$ cat src/verilog/dprw_pkg.sv
/*
 * Constants, field positions and carrier types for the debug port access layer
 * (row-write session, sync event, sleep and clock hold).
 * Assumes the physical layer delivers decoded register and RAM accesses.
 */
package dprw_pkg;

    // ************************************************************
    // Register offsets
    // ************************************************************
    localparam logic [3:0] OFS_REVISION = 4'h0;
    localparam logic [3:0] OFS_ERRSIG = 4'h1;
    localparam logic [3:0] OFS_CTRL_PRI = 4'h2;
    localparam logic [3:0] OFS_CTRL_SEC = 4'h3;
    localparam logic [3:0] OFS_KEY_FLAGS = 4'h7;
    localparam logic [3:0] OFS_RST_REQ = 4'h8;
    localparam logic [3:0] OFS_CLK_DIV = 4'h9;
    localparam logic [3:0] OFS_SESS_CTRL = 4'hA;
    localparam logic [3:0] OFS_SYS_FLAGS = 4'hB;
    localparam logic [3:0] OFS_SCAN = 4'hC;

    // ************************************************************
    // Field positions and values
    // ************************************************************
    localparam int KEY_ROW_BIT = 5;
    localparam int SYS_ASLEEP_BIT = 4;
    localparam int SYS_ROWSTART_BIT = 2;
    localparam int SESS_DONE_BIT = 1;
    localparam int SESS_CLKHOLD_BIT = 0;
    localparam int SEC_DISABLE_BIT = 2;
    localparam logic [7:0] RST_SIGNATURE = 8'h59;
    localparam logic [7:0] RST_RUN = 8'h00;
    localparam logic [7:0] REVISION_RESET = 8'h10;
    localparam logic [7:0] CLK_DIV_RESET = 8'h03;
    localparam logic [7:0] CTRL_PRI_MASK = 8'hBF;
    localparam logic [7:0] CTRL_SEC_MASK = 8'h1C;
    localparam logic [7:0] CLK_DIV_MASK = 8'h03;
    localparam logic [63:0] ROW_KEY = 64'h4E564D5573267465;
    localparam int ROW_BYTES = 512;
    localparam int KEY_BITS = 64;

    // ************************************************************
    // Carriers
    // ************************************************************
    typedef struct packed {
        logic wr;
        logic rd;
        logic [3:0] addr;
        logic [7:0] wdata;
    } dprw_reg_req_t;

    typedef struct packed {
        logic wr;
        logic rd;
        logic [23:0] addr;
        logic [7:0] wdata;
    } dprw_mem_req_t;

endpackage

$ cat src/verilog/dprw_port.sv
/*
 * Access layer of the single-wire debug port: register file, row-write key
 * session with RAM staging and row copy, sync event, sleep handling.
 * Assumes the physical layer hands over decoded one-cycle requests, and the
 * system side answers bus handshakes and copy completion.
 */
// Function
// - Key flags register exposes a row-write key flag readable by debugger.
// - Device sets row start flag when ready; debugger waits until it reads one.
// - During session, RAM writes beyond first 512 bytes are dropped.
// - On completion staged RAM is copied one-to-one into the config row.
// - Device clears row start flag when copy ends; debugger polls for zero.
// - In row-write mode all RAM reads are refused; only low writes pass.
// - Sync event level pulses on each rising sync edge; never disabled.
// - Port consumes no routed events; it only generates one.
// - Physical-layer logic keeps running in every sleep mode.
// - No system bus access while the system clock is stopped, unless clock hold emulates sleep.
// - When enabled the port requests the system clock.
// - Read-only asleep flag reports whether the system domain sleeps.
// - Clock hold keeps system clock through sleep, sleep only emulated.
// - Clock hold bit reads one by default whenever the port is enabled.
// - Only 0x59 requests reset, 0x00 releases, port itself not reset.
// - Device sets key flag on decode; debugger write to it ends session.
`timescale 1ns/10ps
`default_nettype none
module dprw_port #(
    parameter int ROW_SIZE = dprw_pkg::ROW_BYTES,
    parameter int ADDR_W = 24
) (
    input wire logic CORE_CLK,
    input wire logic RSTN,
    input wire dprw_pkg::dprw_reg_req_t REG_REQ,
    output var logic [7:0] REG_RDATA,
    input wire logic KEY_BIT_VALID,
    input wire logic KEY_BIT,
    input wire logic KEY_END,
    input wire dprw_pkg::dprw_mem_req_t MEM_REQ,
    output logic MEM_REFUSED,
    output var logic BUS_WR,
    output var logic BUS_RD,
    output var logic [23:0] BUS_ADDR,
    output var logic [7:0] BUS_WDATA,
    input wire logic BUS_READY,
    input wire logic [7:0] BUS_RDATA,
    output var logic [7:0] MEM_RDATA,
    output var logic MEM_DONE,
    output var logic ROW_COPY_START,
    input wire logic ROW_COPY_DONE,
    input wire logic SYNC_PIN,
    output var logic SYNC_EVENT,
    input wire logic SYS_ASLEEP,
    input wire logic SYS_CLK_STOPPED,
    output logic SYS_CLK_REQ,
    output logic SYS_RESET_REQ,
    output logic SLEEP_EMULATE,
    output logic [7:0] PHY_CTRL_PRI,
    output logic [7:0] PHY_CLK_DIV,
    input wire logic [2:0] PHY_ERR_SIG,
    input wire logic PHY_ERR_SET,
    input wire logic [7:0] SYS_FLAGS_OTHER
);

    // ************************************************************
    // Helpers
    // ************************************************************
    function automatic logic reg_hit(input dprw_pkg::dprw_reg_req_t r, input logic [3:0] ofs);
        reg_hit = r.addr == ofs;
    endfunction

    typedef enum logic [1:0] {DPRW_IDLE, DPRW_STAGE, DPRW_COPY} dprw_state_t;

    dprw_state_t state_reg;
    logic [7:0] ctrl_pri_reg;
    logic [7:0] ctrl_sec_reg;
    logic [7:0] rst_req_reg;
    logic [7:0] clk_div_reg;
    logic clk_hold_reg;
    logic key_flag_reg;
    logic [2:0] err_sig_reg;
    localparam int KEY_BITS_W = dprw_pkg::KEY_BITS;
    logic [KEY_BITS_W-1:0] key_shift_reg;
    logic [6:0] key_cnt_reg;
    logic reset_seen_reg;
    logic sync_q;
    logic sync_prev_reg;
    logic bus_busy_reg;
    logic port_enabled;
    logic row_start;
    logic in_session;
    logic row_ok;
    logic key_close_wr;
    logic done_wr;

    assign port_enabled = !ctrl_sec_reg[dprw_pkg::SEC_DISABLE_BIT];
    assign row_start = in_session;
    assign in_session = state_reg != DPRW_IDLE;
    assign row_ok = MEM_REQ.addr < ADDR_W'(ROW_SIZE);
    assign key_close_wr = REG_REQ.wr && reg_hit(REG_REQ, dprw_pkg::OFS_KEY_FLAGS)
        && REG_REQ.wdata[dprw_pkg::KEY_ROW_BIT];
    assign done_wr = REG_REQ.wr && reg_hit(REG_REQ, dprw_pkg::OFS_SESS_CTRL)
        && REG_REQ.wdata[dprw_pkg::SESS_DONE_BIT];

    // ************************************************************
    // Plain control registers
    // ************************************************************
    // Link control, divider and reset request; reset request never resets the port
    always_ff @(posedge CORE_CLK or negedge RSTN) begin
        if (!RSTN) begin
            ctrl_pri_reg <= 8'h00;
            ctrl_sec_reg <= 8'h00;
            rst_req_reg <= dprw_pkg::RST_RUN;
            clk_div_reg <= dprw_pkg::CLK_DIV_RESET;
        end else if (REG_REQ.wr) begin
            if (reg_hit(REG_REQ, dprw_pkg::OFS_CTRL_PRI)) begin
                ctrl_pri_reg <= REG_REQ.wdata & dprw_pkg::CTRL_PRI_MASK;
            end
            if (reg_hit(REG_REQ, dprw_pkg::OFS_CTRL_SEC)) begin
                ctrl_sec_reg <= REG_REQ.wdata & dprw_pkg::CTRL_SEC_MASK;
            end
            if (reg_hit(REG_REQ, dprw_pkg::OFS_RST_REQ) && port_enabled) begin
                rst_req_reg <= REG_REQ.wdata;
            end
            if (reg_hit(REG_REQ, dprw_pkg::OFS_CLK_DIV)) begin
                clk_div_reg <= REG_REQ.wdata & dprw_pkg::CLK_DIV_MASK;
            end
        end
    end

    assign SYS_RESET_REQ = rst_req_reg == dprw_pkg::RST_SIGNATURE;
    assign PHY_CTRL_PRI = ctrl_pri_reg;
    assign PHY_CLK_DIV = clk_div_reg;

    // Clock hold; back to one whenever the port is disabled so it reads one on enable
    always_ff @(posedge CORE_CLK or negedge RSTN) begin
        if (!RSTN) begin
            clk_hold_reg <= 1'b1;
        end else if (!port_enabled) begin
            clk_hold_reg <= 1'b1;
        end else if (REG_REQ.wr && reg_hit(REG_REQ, dprw_pkg::OFS_SESS_CTRL)) begin
            clk_hold_reg <= REG_REQ.wdata[dprw_pkg::SESS_CLKHOLD_BIT];
        end
    end

    assign SYS_CLK_REQ = port_enabled;
    assign SLEEP_EMULATE = port_enabled && clk_hold_reg;

    // Error signature: set by the link, cleared by a read; a new error wins
    always_ff @(posedge CORE_CLK or negedge RSTN) begin
        if (!RSTN) begin
            err_sig_reg <= 3'h0;
        end else if (PHY_ERR_SET) begin
            err_sig_reg <= PHY_ERR_SIG;
        end else if (REG_REQ.rd && reg_hit(REG_REQ, dprw_pkg::OFS_ERRSIG)) begin
            err_sig_reg <= 3'h0;
        end
    end

    // ************************************************************
    // Row-write key decode
    // ************************************************************
    // Key bits arrive LSB first; shifting right leaves bit 0 as first received
    always_ff @(posedge CORE_CLK or negedge RSTN) begin
        if (!RSTN) begin
            key_shift_reg <= '0;
            key_cnt_reg <= 7'h00;
        end else if (KEY_END || !port_enabled) begin
            key_cnt_reg <= 7'h00;
        end else if (KEY_BIT_VALID) begin
            key_shift_reg <= {KEY_BIT, key_shift_reg[KEY_BITS_W-1:1]};
            key_cnt_reg <= key_cnt_reg + 7'h01;
        end
    end

    // Key flag: decode sets it (set wins), debugger write closes the session
    always_ff @(posedge CORE_CLK or negedge RSTN) begin
        if (!RSTN) begin
            key_flag_reg <= 1'b0;
        end else if (!port_enabled) begin
            key_flag_reg <= 1'b0;
        end else if (KEY_END && key_cnt_reg == 7'(KEY_BITS_W)
                     && key_shift_reg == dprw_pkg::ROW_KEY) begin
            key_flag_reg <= 1'b1;
        end else if (key_close_wr) begin
            key_flag_reg <= 1'b0;
        end
    end

    // ************************************************************
    // Session state machine
    // ************************************************************
    // Remember a reset pulse raised while the key is held, start on release
    always_ff @(posedge CORE_CLK or negedge RSTN) begin
        if (!RSTN) begin
            reset_seen_reg <= 1'b0;
        end else if (!key_flag_reg) begin
            reset_seen_reg <= 1'b0;
        end else if (SYS_RESET_REQ) begin
            reset_seen_reg <= 1'b1;
        end else if (state_reg == DPRW_STAGE) begin
            reset_seen_reg <= 1'b0;
        end
    end

    always_ff @(posedge CORE_CLK or negedge RSTN) begin
        if (!RSTN) begin
            state_reg <= DPRW_IDLE;
        end else if (!key_flag_reg || !port_enabled) begin
            state_reg <= DPRW_IDLE;
        end else begin
            unique case (state_reg)
                DPRW_IDLE: begin
                    if (reset_seen_reg && !SYS_RESET_REQ) begin
                        state_reg <= DPRW_STAGE;
                    end
                end
                DPRW_STAGE: begin
                    if (done_wr) begin
                        state_reg <= DPRW_COPY;
                    end
                end
                DPRW_COPY: begin
                    if (ROW_COPY_DONE) begin
                        state_reg <= DPRW_IDLE;
                    end
                end
            endcase
        end
    end

    // One-shot copy trigger, only from a done write while staging
    always_ff @(posedge CORE_CLK or negedge RSTN) begin
        if (!RSTN) begin
            ROW_COPY_START <= 1'b0;
        end else begin
            ROW_COPY_START <= state_reg == DPRW_STAGE && done_wr && key_flag_reg
                && port_enabled;
        end
    end

    // ************************************************************
    // Memory access gate
    // ************************************************************
    // Refuse reads and out-of-range writes in session, and any access with the clock stopped unless clock hold emulates sleep
    assign MEM_REFUSED = (MEM_REQ.wr || MEM_REQ.rd)
        && ((in_session && (MEM_REQ.rd || !row_ok))
            || SYS_CLK_STOPPED && !SLEEP_EMULATE);

    // Bus master: one access at a time, held until the system answers
    always_ff @(posedge CORE_CLK or negedge RSTN) begin
        if (!RSTN) begin
            bus_busy_reg <= 1'b0;
            BUS_WR <= 1'b0;
            BUS_RD <= 1'b0;
            BUS_ADDR <= 24'h000000;
            BUS_WDATA <= 8'h00;
            MEM_RDATA <= 8'h00;
            MEM_DONE <= 1'b0;
        end else begin
            MEM_DONE <= 1'b0;
            if (bus_busy_reg) begin
                if (BUS_READY) begin
                    bus_busy_reg <= 1'b0;
                    BUS_WR <= 1'b0;
                    BUS_RD <= 1'b0;
                    MEM_RDATA <= BUS_RDATA;
                    MEM_DONE <= 1'b1;
                end
            end else if ((MEM_REQ.wr || MEM_REQ.rd) && !MEM_REFUSED) begin
                bus_busy_reg <= 1'b1;
                BUS_WR <= MEM_REQ.wr;
                BUS_RD <= MEM_REQ.rd && !MEM_REQ.wr;
                BUS_ADDR <= MEM_REQ.addr;
                BUS_WDATA <= MEM_REQ.wdata;
            end
        end
    end

    // ************************************************************
    // Sync event; link logic never gated by sleep
    // ************************************************************
    dprw_sync3 u_sync (
        .clk(CORE_CLK),
        .rst_n(RSTN),
        .d(SYNC_PIN),
        .q(sync_q)
    );

    // Rising edge of the synchronised character gives a one-cycle level
    always_ff @(posedge CORE_CLK or negedge RSTN) begin
        if (!RSTN) begin
            sync_prev_reg <= 1'b0;
            SYNC_EVENT <= 1'b0;
        end else begin
            sync_prev_reg <= sync_q;
            SYNC_EVENT <= sync_q && !sync_prev_reg;
        end
    end

    // ************************************************************
    // Read mux
    // ************************************************************
    always_ff @(posedge CORE_CLK or negedge RSTN) begin
        if (!RSTN) begin
            REG_RDATA <= 8'h00;
        end else if (REG_REQ.rd) begin
            unique case (REG_REQ.addr)
                dprw_pkg::OFS_REVISION: REG_RDATA <= dprw_pkg::REVISION_RESET;
                dprw_pkg::OFS_ERRSIG: REG_RDATA <= {5'h00, err_sig_reg};
                dprw_pkg::OFS_CTRL_PRI: REG_RDATA <= ctrl_pri_reg;
                dprw_pkg::OFS_CTRL_SEC: REG_RDATA <= ctrl_sec_reg;
                dprw_pkg::OFS_KEY_FLAGS: REG_RDATA <=
                    8'(key_flag_reg) << dprw_pkg::KEY_ROW_BIT;
                dprw_pkg::OFS_RST_REQ: REG_RDATA <= rst_req_reg;
                dprw_pkg::OFS_CLK_DIV: REG_RDATA <= clk_div_reg;
                dprw_pkg::OFS_SESS_CTRL: REG_RDATA <= {7'h00, clk_hold_reg};
                dprw_pkg::OFS_SYS_FLAGS: begin
                    REG_RDATA <= (SYS_FLAGS_OTHER
                        & ~((8'h01 << dprw_pkg::SYS_ASLEEP_BIT)
                        | (8'h01 << dprw_pkg::SYS_ROWSTART_BIT)))
                        | (8'(SYS_ASLEEP) << dprw_pkg::SYS_ASLEEP_BIT)
                        | (8'(row_start) << dprw_pkg::SYS_ROWSTART_BIT);
                end
                default: REG_RDATA <= 8'h00;
            endcase
        end
    end

endmodule
`default_nettype wire

$ cat src/verilog/dprw_sync3.sv
/*
 * Three-stage input synchroniser; the output changes once stages two and
 * three agree. Assumes an asynchronous input and one core clock.
 */
`timescale 1ns/10ps
`default_nettype none
module dprw_sync3 (
    input wire logic clk,
    input wire logic rst_n,
    input wire logic d,
    output var logic q
);
    logic s1_reg;
    logic s2_reg;
    logic s3_reg;

    // Shift chain; first stage feeds only the second
    always_ff @(posedge clk or negedge rst_n) begin
        if (!rst_n) begin
            s1_reg <= 1'b0;
            s2_reg <= 1'b0;
            s3_reg <= 1'b0;
        end else begin
            s1_reg <= d;
            s2_reg <= s1_reg;
            s3_reg <= s2_reg;
        end
    end

    // Accept a new level only when the last two stages agree
    always_ff @(posedge clk or negedge rst_n) begin
        if (!rst_n) begin
            q <= 1'b0;
        end else if (s2_reg == s3_reg) begin
            q <= s3_reg;
        end
    end
endmodule
`default_nettype wire
$ cat config.mk
export PLATFORM = sky130hd
export DESIGN_NAME = dprw_port
export DESIGN_NICKNAME = d
export VERILOG_FILES = /design/src/verilog/dprw_pkg.sv /design/src/verilog/dprw_port.sv /design/src/verilog/dprw_sync3.sv
export SDC_FILE = /design/constraint.sdc
export NUM_CORES = 1
export LEC_CHECK = 0
export BUFFER_PORTS_ARGS = -buffer_cell sky130_fd_sc_hd__buf_2
export CAP_MARGIN = 10
export CORE_UTILIZATION = 49
export DETAILED_ROUTE_END_ITERATION = 10
export PLACE_DENSITY = 0.8
export REMOVE_ABC_BUFFERS = 1
export SLEW_MARGIN = 20
export SYNTH_ARGS = -nofsm -noshare
export SYNTH_HDL_FRONTEND = slang
export SYNTH_SLANG_ARGS = --single-unit
$ cat constraint.sdc
create_clock -name CORE_CLK -period 1.5 [get_ports CORE_CLK]
set_clock_uncertainty 0.05 [all_clocks]
set_input_delay 0.15 -clock CORE_CLK [delete_from_list [all_inputs] [get_ports CORE_CLK]]
set_output_delay 0.15 -clock CORE_CLK [all_outputs]
set_load 0.01 [all_outputs]
==> impl_metrics.py <==
metrics = {
    "job": {
        "drv.max_cap_violation_count": 0,
    },
    "worst_setup_path": {
        "rr_startpoint": "clk_hold_reg$_DFFE_PN1P_",
        "crit_fanout": 2,
        "start_kind": "flip-flop",
        "cp.arrival_ps": 1790,
        "startpoint": "state_reg[0]$_DFFE_PN0P_",
        "critPathRequiredTime_ps": 1300,
        "reg2reg_slack_ps": -460,
        "worstReg2RegEnd": "BUS_WDATA[1]$_DFFE_PN0P_",
        "ff2ff_path_depth": 6,
        "crit_type": "reg2out",
        "end_kind": "output pin",
    },
    "min_path": {
        "min-delay-start": "MEM_REQ[22]",
        "holdPathEnd": "BUS_ADDR[14]$_DFFE_PN0P_",
        "worst_hold_path.num_cells": 3,
        "hp-class": "in2reg",
    },
    "global_route": {
        "grt_start_max_net_pins": 48,
        "antenna_found_initial": 0,
        "grt_pass1_vias": 5899,
        "grt_pass1_wl_um": 33100,
        "track_usage_pct": 30.7,
        "gr-total-overflow": 0,
    },
    "placement": {
        "gp_congestion": 0.879,
        "place_ws_ps": -267,
        "postPlaceCellArea_sq_mm": 0.00804,
        "dp_hpwl_um": 10600,
        "io_buffers": 141,
        "dpl.cell_count": 828,
    },
    "floorplanning": {
        "initial_core_util_pct": 50.8,
        "die-area_sq_mm": 0.0144,
        "die_y_um": 120,
        "core.rowCount": 42,
        "design.core.area_sq_mm": 0.0134,
        "die_w_um": 120,
        "pin_count": 151,
    },
    "pwr": {
        "p_per_area_mw_per_mm2": 1400,
        "seqPwrFrac_pct": 40.6,
        "p_int_uw": 9800,
        "clock_power_share_pct": 30.0,
        "power.leakage_uw": 0.00496,
        "switchingPower_uw": 4480,
        "p_sw_share_pct": 31.4,
        "power_frac_comb_pct": 29.3,
        "max-vdd-ir-drop_v": 0.000960,
    },
    "synthesis": {
        "synth_cell_types": 59,
        "synthArstFlopShare_pct": 100,
        "synth_warnings": 0,
        "ys_seq_area_share_pct": 58.1,
        "synthCells": 478,
        "synth_edf_count": 0,
        "yosys_register_bits": 158,
        "synth_ff_type": "dfrtp_1",
        "synth.cell_area_sq_mm": 0.00681,
        "syn_avg_cell_area_sq_um": 14.2,
    },
    "timing": {
        "setup_ws_ps": -491,
        "post-route-min-period_ps": 1990,
        "slew_viol_final": 0,
        "finalCritPeriodShare_pct": 133,
        "tns_ps": -30930,
        "hold_violations": 0,
        "rsz0062_at_grt": "yes",
        "final-setup-viol-count": 109,
        "fmax_mhz": 502,
        "maxSlewHeadroom_pct": 65.0,
        "worstMarginPinSlew_ps": 520,
    },
    "drt": {
        "drt_iter0_drc": 599,
        "drtAntennaViolNets": 0,
        "route.detailed.drc": 0,
        "vias_per_cell": 5.98,
        "routedWlPerCell_um": 24.9,
        "dr_total_vias": 5667,
        "wl_um": 23600,
        "firstDrtPassIters": 9,
    },
    "clock_network": {
        "clock_sinks": 158,
        "tritoncts": "done",
        "htreeDepth": 4,
        "clkTransAtPathRegs_ps": 70,
        "cts_buffers": 17,
        "cts_buffer_depth": 2,
        "root_buffer": "clkbuf_16",
        "insertion_delay_ps": 440,
    },
    "layout": {
        "regArea_sq_mm": 0.00396,
        "final_common_cell": "dfrtp_1",
        "multi_input_area_sq_mm": 0.00313,
        "final_area_sq_mm": 0.0102,
        "largest_reg_flops": 64,
        "drive_gt1_share_pct": 54.9,
        "final_nets": 841,
        "antenna-diode-count": 0,
        "stdcell_count": 947,
        "fill_cells": 652,
        "layout.cells.most_common_list": "155 x dfrtp_1, 138 x buf_2, 98 x mux2_4, 53 x dlygate4sd3_1, 45 x buf_4",
        "area_growth_pct": 49.8,
    },
    "status": {
        "status": "finished, violations left",
        "violations": "negative setup slack",
    },
}
metrics by stage:
| step | hold slack [ps] | util (%) | power, uW |
|---|---|---|---|
| floorplan | -196 | - | 7330 |
| finish | 23.9 | 76.1 | 14300 |
| detailed placement | 25.7 | 60.0 | 8750 |
| CTS | 7.84 | 74.7 | 13600 |
| global placement | 16.5 | 60.0 | 8580 |
| global route | 20.1 | 76.1 | 14700 |
what timing repair did:
item | CTS | global route
endpoints found under the setup margin | 106 | 116
cloned | 11 | 3
gates resized for setup | 109 | 49
pin swaps | 12 | 18
buffers inserted | 18 | 16
endpoints found under the hold margin | 218 | 0
hold buffers | 53 | 0
layout make-up:
cell class	count	area share [%]
Multi-Input combinational cell	287	30.6
Inverter	18	0.711
Tap cell	176	2.16
Clock buffer	18	4.30
Timing Repair Buffer	276	22.1
Clock inverter	14	1.32
Sequential cell	158	38.8
kinds of logic after synthesis:
family	share of synthesized area [%]
fa+ha+maj	1.07
mux	22.9
xor+xnor	0.643
compound gates	5.00
buf+inv	3.34
simple gates	8.91
other cells	0.0551
flops	58.1
synth_stat cells (2+ instances only):
cell type  number  area [sq um]
dfrtp_1       155          3880
mux2_2         91          1020
mux2_4         29           435
inv_1          18          67.6
buf_4          14           105
nor2b_1        14          87.6
nor2_1         13          48.8
nand2_1        12          45.0
nor4bb_1        9          90.1
o21ai_0         8          40.0
a21oi_1         6          30.0
nand4_1         6          37.5
nor3_1          6          30.0
a22oi_1         5          37.5
ha_1            5          62.6
nor4b_1         5          43.8
a221oi_1        4          35.0
a22o_1          4          35.0
and4b_1         4          40.0
mux2_1          4          45.0
nor4_1          4          25.0
o22ai_1         4          25.0
xor2_1          4          35.0
and3_1          3          18.8
buf_6           3          33.8
clkbuf_1        3          11.3
dfstp_2         3          78.8
mux2i_1         3          30.0
and2_1          2          12.5
buf_2           2          10.0
nand2b_1        2          12.5
nand3_1         2          10.0
nand3b_1        2          15.0
o21a_1          2          15.0
o311ai_0        2          17.5
or3_1           2          12.5
power by group through the flow:
stage | Clock [uW] | Sequential [uW] | Combinational, uW
2_1_floorplan | 0 | 5890 | 1440
3_3_place_gp | 0 | 5630 | 2950
3_5_place_dp | 0 | 5700 | 3050
4_1_cts | 4200 | 5640 | 3740
5_1_grt | 4490 | 5850 | 4380
6_report | 4290 | 5810 | 4190
how the worst max path moves through the flow:
stage                                     to  depth (start not counted)
2_1_floorplan  key_shift_reg[10]$_DFFE_PN0P_                          3
3_3_place_gp         BUS_ADDR[7]$_DFFE_PN0P_                          6
3_5_place_dp                     MEM_REFUSED                          8
4_1_cts                          MEM_REFUSED                          7
5_1_grt                          MEM_REFUSED                          7
6_report                         MEM_REFUSED                          7
metal layers:
metal	wire (um)	share of wire (%)	up-vias	track usage, %
met5	0	0	-	0
met4	1100	4.7	0	14.4
met3	1800	7.6	109	6.70
met2	12000	51	406	54.0
met1	8710	37	2860	35.6
li1	-	-	2292	-
critical path, stage by stage, from the launching register on:
cell and delay, ps:
dfrtp_1 380, inv_2 70, ha_4 160, a41o_2 240
buf_6 120, a21boi_4 140, nor2_2 110, buf_2 140
Note: power is estimated with default switching activity, not from simulation.
